<file path="src/shared/tkc_pkg.sv">
package tkc_pkg;
  // ---------------------------------------------
  // Register offsets (addr bit 5 = block select)
  // ---------------------------------------------
  localparam logic [5:0] OFS_TMR0_CTL = 6'h01;
  localparam logic [5:0] OFS_TMR1_CTL = 6'h02;
  localparam logic [5:0] OFS_PERIODIC = 6'h03;
  localparam logic [5:0] OFS_STEERING = 6'h04;
  localparam logic [5:0] OFS_TMR0_LSB = 6'h0f;
  localparam logic [5:0] OFS_TMR0_MSB = 6'h10;
  localparam logic [5:0] OFS_TMR1_LSB = 6'h11;
  localparam logic [5:0] OFS_TMR1_MSB = 6'h12;
  localparam logic [5:0] OFS_CLK_MODE = 6'h21;
  // ---------------------------------------------
  // Timer control fields
  // ---------------------------------------------
  localparam int TC_RUN = 0;
  localparam int TC_MODE_LO = 1;
  localparam int TC_CSEL_LO = 3;
  localparam int TC_LATCH = 6;
  localparam int TC_SUSP = 7;
  localparam logic [1:0] MODE_ONESHOT = 2'h0;
  localparam logic [1:0] MODE_GATED = 2'h3;
  // ---------------------------------------------
  // Periodic, steering and mode fields
  // ---------------------------------------------
  localparam int PF_OSC = 6;
  localparam int PF_TEST = 7;
  localparam int ST_DELAY = 5;
  localparam int ST_LOWBAT = 6;
  localparam int ST_TSAVE = 7;
  localparam int CM_H12 = 2;
  localparam int CM_RUN = 3;
  localparam int CM_SBIRQ = 4;
  localparam int CM_SBTMR = 5;
  localparam int CM_XTAL_LO = 6;
  localparam logic [1:0] MFO_IRQ2 = 2'h0;
  localparam logic [1:0] MFO_TMR0 = 2'h1;
  // ---------------------------------------------
  // Timing
  // ---------------------------------------------
  localparam int MCLK_MHZ = 125;
  localparam int LOCK_LONG_US = 480;
  localparam int LOCK_SHORT_US = 30;
  localparam int LOCK_LONG_CYC = LOCK_LONG_US * MCLK_MHZ;
  localparam int LOCK_SHORT_CYC = LOCK_SHORT_US * MCLK_MHZ;
endpackage : tkc_pkg

</file>
<file path="src/shared/tkc_timer_if.sv">
`timescale 1ns/1ps
// Control and status between register file and one timer
interface tkc_timer_if;
  logic run;         // Run enable
  logic [1:0] mode;  // Count mode
  logic [2:0] csel;  // Clock source select
  logic suspend;     // Suspend in modes 0..2
  logic trigger;     // Mode 3 trigger pulse
  logic [15:0] reload;
  logic timeout;     // Pulse at terminal count
  logic [15:0] value;
  modport ctl (output run, mode, csel, suspend, trigger, reload, input timeout, value);
  modport tmr (input run, mode, csel, suspend, trigger, reload, output timeout, value);
endinterface : tkc_timer_if

</file>
<file path="src/hdl/tkc_timer.sv">
`timescale 1ns/1ps
module tkc_timer
  import tkc_pkg::*;
#(
  parameter int PRE_W = 4
) (
  input wire logic mclk_i,
  input wire logic reset_i,
  input wire logic [7:0] tick_i,
  tkc_timer_if.tmr ctl
);
  logic [PRE_W-1:0] presc; // Prescaler
  logic [15:0] count;      // Down counter
  logic armed;             // Mode 3 sequence active
  logic tick;
  logic pre_wrap;
  assign tick = tick_i[ctl.csel];
  assign pre_wrap = tick && (presc == {PRE_W{1'b1}});
  assign ctl.value = count;
  // ---------------------------------------------
  // Prescaler: cleared whenever stopped
  // ---------------------------------------------
  always_ff @(posedge mclk_i or posedge reset_i) begin
    if (reset_i) begin
      presc <= '0;
    end else if (!ctl.run) begin
      presc <= '0;
    end else if (tick && !(ctl.suspend && ctl.mode != MODE_GATED)) begin
      presc <= presc + 1'b1;
    end
  end
  // ---------------------------------------------
  // Counter and terminal count
  // ---------------------------------------------
  always_ff @(posedge mclk_i or posedge reset_i) begin
    if (reset_i) begin
      count <= 16'hffff;
      armed <= 1'b0;
      ctl.timeout <= 1'b0;
    end else begin
      ctl.timeout <= 1'b0;
      if (!ctl.run) begin
        count <= ctl.reload;
        armed <= 1'b0;
      end else if (ctl.mode == MODE_GATED && ctl.trigger) begin
        count <= ctl.reload;
        armed <= 1'b1;
      end else if (pre_wrap && !(ctl.suspend && ctl.mode != MODE_GATED)
                   && (ctl.mode != MODE_GATED || armed)) begin
        if (count == 16'h0000) begin
          ctl.timeout <= 1'b1;
          count <= ctl.reload;
          armed <= 1'b0;
        end else begin
          count <= count - 1'b1;
        end
      end
    end
  end
endmodule : tkc_timer

</file>
<file path="src/hdl/tkc_power_fail_input.sv">
`timescale 1ns/1ps
module tkc_power_fail_input
  import tkc_pkg::*;
#(
  parameter int LONG_CYC = LOCK_LONG_CYC
) (
  input wire logic mclk_i,
  input wire logic reset_i,
  input wire logic power_fail_input_n_i,
  input wire logic delay_en_i,
  output logic fail_pulse_o,
  output logic lockout_o
);
  logic [16:0] cnt;   // Cycles since failure seen
  logic failed;       // Power failure active
  logic fail_d;
  // ---------------------------------------------
  // Failure edge and lockout delay
  // ---------------------------------------------
  assign fail_pulse_o = !power_fail_input_n_i && !fail_d;
  always_ff @(posedge mclk_i or posedge reset_i) begin
    if (reset_i) begin
      fail_d <= 1'b0;
      failed <= 1'b0;
      cnt <= '0;
      lockout_o <= 1'b0;
    end else begin
      fail_d <= !power_fail_input_n_i;
      if (power_fail_input_n_i) begin
        failed <= 1'b0;
        cnt <= '0;
        lockout_o <= 1'b0;
      end else begin
        failed <= 1'b1;
        if (!lockout_o) begin
          cnt <= cnt + 1'b1;
        end
        if (failed && delay_en_i) begin
          if (cnt >= 17'(LONG_CYC - 1)) begin
            lockout_o <= 1'b1;
          end
        end else if (failed && cnt > 17'(LOCK_SHORT_CYC)) begin
          lockout_o <= 1'b1;
        end else if (failed && !delay_en_i && fail_d && cnt >= 17'(LOCK_SHORT_CYC - 1)) begin
          lockout_o <= 1'b1;
        end
      end
    end
  end
endmodule : tkc_power_fail_input

</file>
<file path="src/hdl/tkc_top.sv">
`timescale 1ns/1ps
module tkc_top
  import tkc_pkg::*;
#(
  parameter int LONG_CYC = LOCK_LONG_CYC,
  parameter int PRE_W = 4
) (
  input wire logic mclk_i,
  input wire logic reset_i,
  input wire logic [5:0] addr_i,
  input wire logic [7:0] wdata_i,
  input wire logic wr_i,
  input wire logic rd_i,
  output logic [7:0] rdata_o,
  input wire logic power_fail_input_n_i,
  input wire logic standby_i,
  input wire logic osc_running_i,
  input wire logic osc_fail_i,
  input wire logic [5:0] rollover_i,
  input wire logic year_end_i,
  input wire logic low_batt_i,
  input wire logic pf_irq_en_i,
  input wire logic [4:0] irq_src_i,
  input wire logic [1:0] mfo_sel_i,
  input wire logic osc_buf_i,
  input wire logic [5:0] int_tick_i,
  input wire logic ext_clk_i,
  input wire logic gate_in_zero_i,
  input wire logic gate_in_one_i,
  output logic main_irq_pin_o,
  output logic multi_function_pin_o,
  output logic timer0_wave_o,
  output logic test_mode_en_o,
  output logic single_supply_o,
  output logic time_save_track_o,
  output logic hour_12_mode_o,
  output logic clock_run_o,
  output logic [1:0] leapyear_count_o,
  output logic feb29_allow_o,
  output logic [1:0] crystal_sel_o,
  output logic standby_clear_en_o,
  output logic pins_open_drain_o,
  output logic lockout_o
);
  // ---------------------------------------------
  // Register state
  // ---------------------------------------------
  logic [7:0] tctl [2];    // Timer control registers
  logic [15:0] reload [2]; // Timer start values
  logic [15:0] hold [2];   // Latched timer values
  logic [5:0] pflags;      // Rollover flags
  logic osc_fail_flag;     // Oscillator failed
  logic supply_single;     // Supply mode select
  logic test_en;           // Test register exposure
  logic [4:0] steer;       // Interrupt steering
  logic delay_en;          // Long lockout window
  logic tsave_en;          // Time save tracking
  logic [7:0] cmode;       // Clock mode config
  logic [1:0] trig;        // Mode 3 trigger pulses
  logic [1:0] gate_d;      // Gate edge history
  logic standby_d;         // Standby entry detect
  logic fail_pulse;        // Power failure onset
  logic acc_wr;            // Write that is honoured
  logic acc_rd;            // Read that is honoured
  logic [7:0] next_rdata;  // Read mux result
  logic [7:0] ticks;       // Timer clock sources
  logic [1:0] tmo;         // Timer terminal counts
  logic [15:0] tval [2];   // Live timer values
  logic tmr_run_ok;        // Timers allowed to run
  tkc_timer_if tif0 ();
  tkc_timer_if tif1 ();

  // Decode helper shared by all write ports
  function automatic logic hit(input logic [5:0] a, input logic [5:0] ofs);
    hit = (a == ofs);
  endfunction : hit

  assign acc_wr = wr_i && !lockout_o;
  assign acc_rd = rd_i && !lockout_o;

  // ---------------------------------------------
  // Power fail lockout
  // ---------------------------------------------
  tkc_power_fail_input #(
    .LONG_CYC(LONG_CYC)
  ) u_power_fail_input (
    .mclk_i(mclk_i),
    .reset_i(reset_i),
    .power_fail_input_n_i(power_fail_input_n_i),
    .delay_en_i(delay_en),
    .fail_pulse_o(fail_pulse),
    .lockout_o(lockout_o)
  );

  // ---------------------------------------------
  // Timers
  // ---------------------------------------------
  // External clock dead in standby
  assign ticks = {ext_clk_i && !standby_i, 1'b0, int_tick_i};
  assign tmr_run_ok = !standby_i || cmode[CM_SBTMR];
  assign tif0.run = tctl[0][TC_RUN] && tmr_run_ok;
  assign tif1.run = tctl[1][TC_RUN] && tmr_run_ok;
  // Mode and clock fields drive timers
  assign tif0.mode = tctl[0][TC_MODE_LO +: 2];
  assign tif1.mode = tctl[1][TC_MODE_LO +: 2];
  assign tif0.csel = tctl[0][TC_CSEL_LO +: 3];
  assign tif1.csel = tctl[1][TC_CSEL_LO +: 3];
  assign tif0.suspend = tctl[0][TC_SUSP];
  assign tif1.suspend = tctl[1][TC_SUSP];
  assign tif0.trigger = trig[0];
  assign tif1.trigger = trig[1];
  assign tif0.reload = reload[0];
  assign tif1.reload = reload[1];
  assign tmo = {tif1.timeout, tif0.timeout};
  assign tval[0] = tif0.value;
  assign tval[1] = tif1.value;

  tkc_timer #(.PRE_W(PRE_W)) u_tmr0 (
    .mclk_i(mclk_i),
    .reset_i(reset_i),
    .tick_i(ticks),
    .ctl(tif0)
  );
  tkc_timer #(.PRE_W(PRE_W)) u_tmr1 (
    .mclk_i(mclk_i),
    .reset_i(reset_i),
    .tick_i(ticks),
    .ctl(tif1)
  );

  // ---------------------------------------------
  // Mode 3 trigger from writes and gate pins
  // ---------------------------------------------
  // Gate rising edge retriggers like the bit
  always_ff @(posedge mclk_i or posedge reset_i) begin
    if (reset_i) begin
      trig <= 2'h0;
      gate_d <= 2'h0;
    end else begin
      gate_d <= {gate_in_one_i, gate_in_zero_i} & {2{!standby_i}};
      for (int i = 0; i < 2; i++) begin
        trig[i] <= (acc_wr && hit(addr_i, 6'(OFS_TMR0_CTL + i)) && wdata_i[TC_SUSP])
                   || (!standby_i && !gate_d[i]
                       && (i == 0 ? gate_in_zero_i : gate_in_one_i));
      end
    end
  end

  // ---------------------------------------------
  // Timer control, reload and holding registers
  // ---------------------------------------------
  // Self-clear and read-clear win over nothing else
  always_ff @(posedge mclk_i or posedge reset_i) begin
    if (reset_i) begin
      for (int i = 0; i < 2; i++) begin
        tctl[i] <= 8'h00;
        reload[i] <= 16'hffff;
        hold[i] <= 16'h0000;
      end
    end else begin
      for (int i = 0; i < 2; i++) begin
        if (acc_wr && hit(addr_i, 6'(OFS_TMR0_CTL + i))) begin
          tctl[i] <= wdata_i;
          if (wdata_i[TC_LATCH]) begin
            hold[i] <= tval[i];
          end
        end else begin
          if (tmo[i] && tctl[i][TC_MODE_LO +: 2] == MODE_ONESHOT) begin
            tctl[i][TC_RUN] <= 1'b0;
          end
          // Low byte read ends latched read
          if (acc_rd && hit(addr_i, 6'(OFS_TMR0_LSB + 2 * i))) begin
            tctl[i][TC_LATCH] <= 1'b0;
          end
        end
        if (acc_wr && hit(addr_i, 6'(OFS_TMR0_LSB + 2 * i))) begin
          reload[i][7:0] <= wdata_i;
        end
        if (acc_wr && hit(addr_i, 6'(OFS_TMR0_MSB + 2 * i))) begin
          reload[i][15:8] <= wdata_i;
        end
      end
    end
  end

  // ---------------------------------------------
  // Periodic flag register
  // ---------------------------------------------
  // New rollover in the read cycle is kept
  always_ff @(posedge mclk_i or posedge reset_i) begin
    if (reset_i) begin
      pflags <= 6'h00;
    end else if (acc_rd && hit(addr_i, OFS_PERIODIC)) begin
      pflags <= rollover_i;
    end else begin
      pflags <= pflags | rollover_i;
    end
  end

  // Oscillator fail flag and supply mode
  always_ff @(posedge mclk_i or posedge reset_i) begin
    if (reset_i) begin
      osc_fail_flag <= 1'b1;
      supply_single <= 1'b1;
      test_en <= 1'b0;
    end else begin
      // Set on failure, cleared by clock start
      if (osc_fail_i) begin
        osc_fail_flag <= 1'b1;
      end else if (acc_wr && hit(addr_i, OFS_CLK_MODE) && wdata_i[CM_RUN] && osc_running_i) begin
        osc_fail_flag <= 1'b0;
      end
      if (osc_fail_i) begin
        supply_single <= 1'b1;
      end else if (acc_wr && hit(addr_i, OFS_PERIODIC)) begin
        supply_single <= wdata_i[PF_OSC];
      end
      if (acc_wr && hit(addr_i, OFS_PERIODIC)) begin
        test_en <= wdata_i[PF_TEST];
      end
    end
  end

  // ---------------------------------------------
  // Interrupt steering register
  // ---------------------------------------------
  always_ff @(posedge mclk_i or posedge reset_i) begin
    if (reset_i) begin
      steer <= 5'h00;
      delay_en <= 1'b0;
      tsave_en <= 1'b0;
    end else begin
      if (acc_wr && hit(addr_i, OFS_STEERING)) begin
        steer <= wdata_i[4:0];
        // Clearing here past the short window locks out at once
        delay_en <= wdata_i[ST_DELAY];
      end
      if (fail_pulse) begin
        tsave_en <= 1'b0;
      end else if (acc_wr && hit(addr_i, OFS_STEERING)) begin
        tsave_en <= wdata_i[ST_TSAVE];
      end
    end
  end

  // ---------------------------------------------
  // Clock mode register and leap year counter
  // ---------------------------------------------
  // Run bit may only rise once the crystal runs
  always_ff @(posedge mclk_i or posedge reset_i) begin
    if (reset_i) begin
      cmode <= 8'h00;
    end else begin
      if (acc_wr && hit(addr_i, OFS_CLK_MODE)) begin
        cmode <= wdata_i;
        // Held at zero until oscillator runs
        cmode[CM_RUN] <= wdata_i[CM_RUN] && osc_running_i && !osc_fail_i;
      end else if (year_end_i) begin
        cmode[1:0] <= cmode[1:0] + 2'h1;
      end
      if (osc_fail_i) begin
        cmode[CM_RUN] <= 1'b0;
      end
    end
  end

  // Standby entry clears enables unless kept
  always_ff @(posedge mclk_i or posedge reset_i) begin
    if (reset_i) begin
      standby_d <= 1'b0;
      standby_clear_en_o <= 1'b0;
    end else begin
      standby_d <= standby_i;
      // Pulse on entry when bit is zero
      standby_clear_en_o <= standby_i && !standby_d && !cmode[CM_SBIRQ];
    end
  end

  // ---------------------------------------------
  // Read data, one cycle after the strobe
  // ---------------------------------------------
  always_comb begin
    next_rdata = 8'h00;
    unique case (addr_i)
      OFS_TMR0_CTL: next_rdata = tctl[0];
      OFS_TMR1_CTL: next_rdata = tctl[1];
      OFS_PERIODIC: next_rdata = {test_en, osc_fail_flag, pflags};
      // Low battery only with power fail enable
      OFS_STEERING: next_rdata = {tsave_en, low_batt_i && pf_irq_en_i, delay_en, steer};
      OFS_TMR0_LSB: next_rdata = hold[0][7:0];
      OFS_TMR0_MSB: next_rdata = hold[0][15:8];
      OFS_TMR1_LSB: next_rdata = hold[1][7:0];
      OFS_TMR1_MSB: next_rdata = hold[1][15:8];
      OFS_CLK_MODE: next_rdata = cmode;
      default: next_rdata = 8'h00;
    endcase
  end

  // Locked-out or idle cycles read as zero
  always_ff @(posedge mclk_i or posedge reset_i) begin
    if (reset_i) begin
      rdata_o <= 8'h00;
    end else begin
      rdata_o <= acc_rd ? next_rdata : 8'h00;
    end
  end

  // ---------------------------------------------
  // Pins and mode outputs
  // ---------------------------------------------
  always_ff @(posedge mclk_i or posedge reset_i) begin
    if (reset_i) begin
      main_irq_pin_o <= 1'b0;
      multi_function_pin_o <= 1'b0;
      timer0_wave_o <= 1'b0;
    end else begin
      if (tmo[0]) begin
        timer0_wave_o <= !timer0_wave_o;
      end
      main_irq_pin_o <= |(irq_src_i & ~steer);
      if (mfo_sel_i == MFO_IRQ2) begin
        multi_function_pin_o <= |(irq_src_i & steer);
      end else if (mfo_sel_i == MFO_TMR0) begin
        multi_function_pin_o <= timer0_wave_o;
      end else begin
        multi_function_pin_o <= osc_buf_i;
      end
    end
  end

  assign test_mode_en_o = test_en;
  assign single_supply_o = supply_single;
  assign time_save_track_o = tsave_en;
  assign hour_12_mode_o = cmode[CM_H12];
  assign clock_run_o = cmode[CM_RUN];
  assign leapyear_count_o = cmode[1:0];
  // Leap day only in current leap year
  assign feb29_allow_o = (cmode[1:0] == 2'h0);
  assign crystal_sel_o = cmode[CM_XTAL_LO +: 2];
  assign pins_open_drain_o = standby_i;
endmodule : tkc_top

</file>
<file path="config.mk">
export PLATFORM = sky130hd
export DESIGN_NAME = tkc_top
export DESIGN_NICKNAME = d
export VERILOG_FILES = /design/src/shared/tkc_pkg.sv /design/src/shared/tkc_timer_if.sv /design/src/hdl/tkc_timer.sv /design/src/hdl/tkc_power_fail_input.sv /design/src/hdl/tkc_top.sv
export SDC_FILE = /design/constraint.sdc
export NUM_CORES = 1
export LEC_CHECK = 0
export BUFFER_PORTS_ARGS = -buffer_cell sky130_fd_sc_hd__buf_2
export CORE_ASPECT_RATIO = 1.2
export CORE_MARGIN = 2
export CORE_UTILIZATION = 40
export CTS_CLUSTER_SIZE = 30
export DETAILED_ROUTE_END_ITERATION = 10
export PLACE_DENSITY_LB_ADDON = 0.15
export SETUP_SLACK_MARGIN = 0.3
export SLEW_MARGIN = 30
export SYNTH_ARGS = -nofsm -noshare
export SYNTH_HDL_FRONTEND = slang
export SYNTH_SLANG_ARGS = --single-unit
</file>
<file path="constraint.sdc">
create_clock -name mclk_i -period 7.7 [get_ports mclk_i]
set_input_delay 0.77 -clock mclk_i [delete_from_list [all_inputs] [get_ports mclk_i]]
set_output_delay 0.77 -clock mclk_i [all_outputs]
set_load 0.05 [all_outputs]
</file>
# Yosys cells after proc, flatten, opt, wreduce, memory -nomap -nowiden
# Index checks and enable logic that the tools add are counted.
[word_totals] register_bits=185 in_bits=48 output_inout_bits=24 word_cells=236
[classes] n_addsub=6 magnitude_cmp=5 n_eq_ne=24 n_mux=63 bitwise_logic=5 reduce_logical=91
[ops] operator="$mux 16" count=8
[ops] operator="$pmux 8 s9" count=1
[ops] operator="$logic_and 1x1->1" count=50
[ops] operator="$mux 1" count=41
[ops] operator="$mux 17" count=2
[ops] operator="$logic_not 16->1" count=2
[ops] operator="$sub 16x1->16 const B" count=2
[ops] operator="$eq 6x5->1 const B" count=3
[ops] operator="$reduce_bool 2->1" count=9
[ops] operator="$add 17x1->17 const B" count=1
[ops] operator="$ge 17x12->1 const B" count=1
[ops] operator="$ge 17x16->1 const B" count=1
[ops] operator="$gt 17x12->1 const B" count=1
[ops] operator="$mux 4" count=4
[ops] operator="$ne 3x3->1 const B" count=5
[ops] operator="$logic_not 1->1" count=13
[ops] operator="$eq 6x2->1 const B" count=2
[ops] operator="$and 5x5->5" count=2
[ops] operator="$ne 2x2->1 const B" count=5
[ops] operator="$reduce_and 2->1" count=5
[ops] operator="$reduce_or 5->1" count=2
[ops] operator="$add 4x1->4 const B" count=2
[ops] operator="$eq 4x4->1 const B" count=2
[ops] operator="$logic_not 2->1" count=4
[ops] operator="17 further kinds" count=26

# Depth between registers and ports, before layout
[logic_depth] depth_word=10 depth_mapped=9

# Modules after synthesis
# A second synthesis with hierarchy kept.
[unflattened] hier_cells=844 hier_area_um2=9434.0
[modules_own_cells] module="tkc_top" n_inst=1 cells_per_inst=403 area_per_inst_um2=5320.1 seq_area_each_um2=3070.4
[modules_own_cells] module="tkc_timer" n_inst=2 cells_per_inst=162 area_per_inst_um2=1506.4 seq_area_each_um2=570.5
[modules_own_cells] module="tkc_power_fail_input" n_inst=1 cells_per_inst=117 area_per_inst_um2=1101.1 seq_area_each_um2=475.5

# Worst setup path before layout
# No wires, ideal clock.
[synth_path] path_kind="input-to-reg" from="input port addr_i[3]" to="register hold[0] in the netlist's numbering" setup_ns=0.125 t_arrival_ns=2.141 slack_ns=5.434 path_stages=8 n_path_buf=3 cell_sequence="nor4_2 > and3b_1 > buf_4 > and2_4 > buf_6 > nand2_4 > buf_6 > mux2_4"
[synth_via] elab_chain_len=3
[synth_lines] element="from (decl)" line="tkc_top.sv:10" source="input wire logic [5:0] addr_i,"
[synth_lines] element="$eq 6x2->1" line="tkc_top.sv:75" source="hit = (a == ofs);"
[synth_lines] element="$logic_and 1x1->1" line="tkc_top.sv:162" source="if (acc_wr && hit(addr_i, 6'(OFS_TMR0_CTL + i))) begin"
[synth_lines] element="$reduce_and 2->1 (no source line)"
[synth_lines] element="to (signal, indexed assignment)" line="tkc_top.sv:165" source="hold[i] <= tval[i];"
[synth_lines] element="to (decl)" line="tkc_top.sv:50" source="logic [15:0] hold [2];"
# Every way passes these cells.
# A chain may end at the register's enable or synchronous reset.

# Worst setup path in the final report
[layout_path] from="register u_tmr1.count[0], in the netlist u_tmr1.ctl.value[0]" to="register u_tmr1.count[0], in the netlist u_tmr1.ctl.value[0]"
[layout_via] elab_chain_len=5
[layout_lines] element="from (decl)" line="tkc_timer.sv:13" source="logic [15:0] count;"
[layout_lines] element="from (signal assigned)" line="tkc_timer.sv:43" source="count <= ctl.reload;"
[layout_lines] element="from (signal assigned)" line="tkc_timer.sv:46" source="count <= ctl.reload;"
[layout_lines] element="from (signal assigned)" line="tkc_timer.sv:52" source="count <= ctl.reload;"
[layout_lines] element="$sub 16x1->16 / $logic_not 16->1 (equally long branches)" line="tkc_timer.sv:55, tkc_timer.sv:50"
[layout_lines] element="$mux 16 (*)" line="tkc_timer.sv:50" source="if (count == 16'h0000) begin"
[layout_lines] element="$mux 16 (*)" line="tkc_timer.sv:48" source="end else if (pre_wrap && !(ctl.suspend && ctl.mode != MODE_GATED)"
[layout_lines] element="$mux 16 (*)" line="tkc_timer.sv:45" source="end else if (ctl.mode == MODE_GATED && ctl.trigger) begin"
[layout_lines] element="$mux 16 (*)" line="tkc_timer.sv:42" source="if (!ctl.run) begin"
# Every way passes the cells marked *; elsewhere a longest branch is shown, timed or not. The select of a mux whose other input is x is not followed.

==> results.yml <==
finish:
  layout_common_cells: "dfrtp_1 (118), nand2_1 (74), mux2_2 (71), buf_2 (71), dfstp_2 (66)"
  layout-drive-gt1-share_pct: 28.62
  stdcell_area_um2: 10400
  multi_input_area_um2: 4267
  antennaDiodeCount: 0
  area.growth.synth_to_final_pct: 11.41
  final_common_cell: "dfrtp_1"
  nFillCells: 2268
  ff_latch_area_um2: 4687
  nets: 964
floorplanning:
  die-width_um: 143.4
  die_area_um2: 24570
  ioPinCount: 72
  chipHeight_um: 171.3
  core-area_um2: 23050
  rows: 61
  initial_core_util_pct: 40.48
power:
  p_total_mw: 2.624
  p_comb_share_pct: 19.0
  p_sw_mw: 0.8378
  seq_power_share_pct: 47.8
  clkPwrFrac_pct: 33.2
  cell_internal_pwr_mw: 1.786
  power.density_nw_per_um2: 252.4
  switching_share_pct: 31.92
  ir_worst_vdd_uv: 141.1
  leakage_nw: 4.374
routing:
  drt_drc_violations_left: 0
  vias: 7035
  drt_iter0_markers: 452
  wl_um: 26070
  routed_wire_length_per_instance_um: 21.13
  dr.pass1.iters: 5
  vias_per_cell: 5.701
  ant_nets: 0
clocking:
  cts_resized: 0
  cts_buffers: 17
  root_buffer: "clkbuf_16"
  cts-htree-levels: 4
  clkLatencyLatePin_ps: 430
  cts_hold_buf: 0
  cts.path.max_buffers: 2
  cts_sinks: 184
  postCtsSetupBuffers: 0
  cts_tree: "built"
  path_clk_slew_ps: 70
worst_setup_path:
  r2r_end: "u_tmr1.ctl.value[0]"
  cp.required_ps: 8030
  reg2reg_slack_ps: 4870
  cp-start-kind: "flip-flop"
  r2r-start: "u_tmr1.ctl.value[0]"
  cp_data_arrival_time_ps: 3160
  worstSetupPathType: "reg -> reg"
  critPathCaptureType: "flip-flop"
  r2r_cells: 7
  worstSetupStartpoint: "u_tmr1.ctl.value[0]"
  critPathMaxFanout: 13
logic_synthesis:
  yosys_warnings: 0
  synth_cells: 869
  syn_avg_cell_area_um2: 10.74
  async_flop_share_pct: 100.0
  synth_edf_count: 0
  synth_nets: 927
  synth.distinct_cells: 71
  synth-main-ff-cell: "dfrtp_1"
  synth-seq-area-share_pct: 50.23
  synth-seq-cells: 184
  netlist_area_um2: 9331
min_path:
  min_path_cells: 1
  hold_path_class: "reg -> reg"
  min-delay-start: "standby_d"
  min_to: "standby_clear_en_o"
timing:
  finalSetupViolations: 0
  fin_crit_ps: 2832
  setup-tns-final_ps: 0
  hold_viol_final: 0
  layout_setup_ws_ps: 4868
  slew_violations: 0
  max_freq_ghz: 0.3531
  worst_pin_slew_ps: 874.0
  post-route-period-util_pct: 36.78
  timing.slew.headroom_pct: 41.74
  skew_ps: 11.86
  rsz0062_at_grt: "no"
placement:
  place_area_um2: 9823
  dp_worst_setup_slack_ps: 4419
  hpwl_um: 18020
  port_buffers: 71
  globalplace.congestion: 0.8339
run_status:
  outcome: "completed"
global_routing:
  grt_first_pass_wirelength_um: 41340
  grt_max_degree: 120
  grt_antenna_before_repair: 1
  grt_usage_pct: 22.21
  grt_overflow_total: 0
  grt_pass1_vias: 7018
run:
  maxCapViolCount: 0
==> synth_stat cells, types with 19 or more instances <==
| cell type | count | area share [%] |
|---|---|---|
| clkbuf_1 | 24 | 0.97 |
| mux2i_1 | 23 | 2.5 |
| nor2_1 | 41 | 1.6 |
| inv_1 | 24 | 0.97 |
| a21oi_1 | 28 | 1.5 |
| nor3_1 | 19 | 1.0 |
| nand2_1 | 74 | 3.0 |
| mux2_2 | 71 | 8.6 |
| a22oi_1 | 19 | 1.5 |
| o21ai_0 | 35 | 1.9 |
| o211ai_1 | 19 | 1.5 |
| nor4_1 | 19 | 1.3 |
| dfrtp_1 | 118 | 32 |
| dfstp_2 | 66 | 19 |
| nand3_1 | 56 | 3.0 |
==> worst max path at each step <==
stage / to / slack [ps] / cells after the start
after detailed placement: hold[19] / 4420 / 5
final: u_tmr1.ctl.value[0] / 4870 / 7
after CTS: u_tmr1.ctl.value[15] / 4840 / 7
after floorplan: cmode[0] / 2040 / 1
after global placement: u_tmr0.ctl.value[2] / 4410 / 6
after global routing: u_tmr1.ctl.value[15] / 4650 / 7
==> per-stage QoR <==
step | util, % | cells | hold slack [ps]
after floorplan | - | 869 | 382.4
after global placement | 42.60 | 1202 | 405.4
after detailed placement | 42.62 | 1202 | 388.9
after CTS | 45.10 | 1234 | 395.6
after global routing | 45.10 | 1234 | 415.0
final | 45.10 | 1234 | 395.5
==> state kept, by name, summed over array words and instances (netlist names), 5 cells and up <==
name	cells
hold	32
u_power_fail_input.cnt	17
tctl	16
tif0.reload	16
tif1.reload	16
u_tmr0.ctl.value	16
u_tmr1.ctl.value	16
cmode	8
rdata_o	8
pflags	6
steer	5
==> critical path: stages, from the launching register on <==
cell and delay (ps):
dfstp_2 390, inv_1 160, ha_1 160, nor4b_1 410
and4_1 640, nand2b_1 550, a21oi_1 140, a221oi_1 280
==> cells by family (layout without fill, tap and decap cells) <==
family	after synthesis	count (layout)	synth area share, %
DFF	184	184	50.23
adders and majority gates	10	10	1.341
AOI/OAI and AO/OA	178	178	13.27
buffers and inverters	80	130	4.103
xor gates and xnor gates	19	19	1.783
muxes	103	103	12.48
and+or+nand+nor	295	295	16.79
==> layout make-up <==
cell class	count	share of cell area, %
Clock inverter	12	1.216
Sequential cell	184	45.08
Clock buffer	20	4.297
Multi-Input combinational cell	605	41.04
Timing Repair Buffer	74	3.635
Inverter	24	0.9387
Tap cell	315	3.791
==> power groups by stage <==
| stage | logic (mW) | clock network, mW | registers (mW) |
|---|---|---|---|
| finish | 0.499 | 0.871 | 1.25 |
| global route | 0.556 | 0.930 | 1.27 |
| CTS | 0.502 | 0.888 | 1.25 |
| detailed placement | 0.498 | 0 | 1.27 |
| global placement | 0.493 | 0 | 1.27 |
| floorplan | 0.407 | 0 | 1.21 |
==> routing by layer <==
| metal | up-vias | GRT usage, % | wire (um) |
|---|---|---|---|
| li1 | 3281 | - | - |
| met1 | 3565 | 30.68 | 11910 |
| met2 | 155 | 36.40 | 12810 |
| met3 | 34 | 3.035 | 877 |
| met4 | 0 | 6.735 | 473 |
| met5 | - | 0 | 0 |
(Power assumes the default switching activity.)
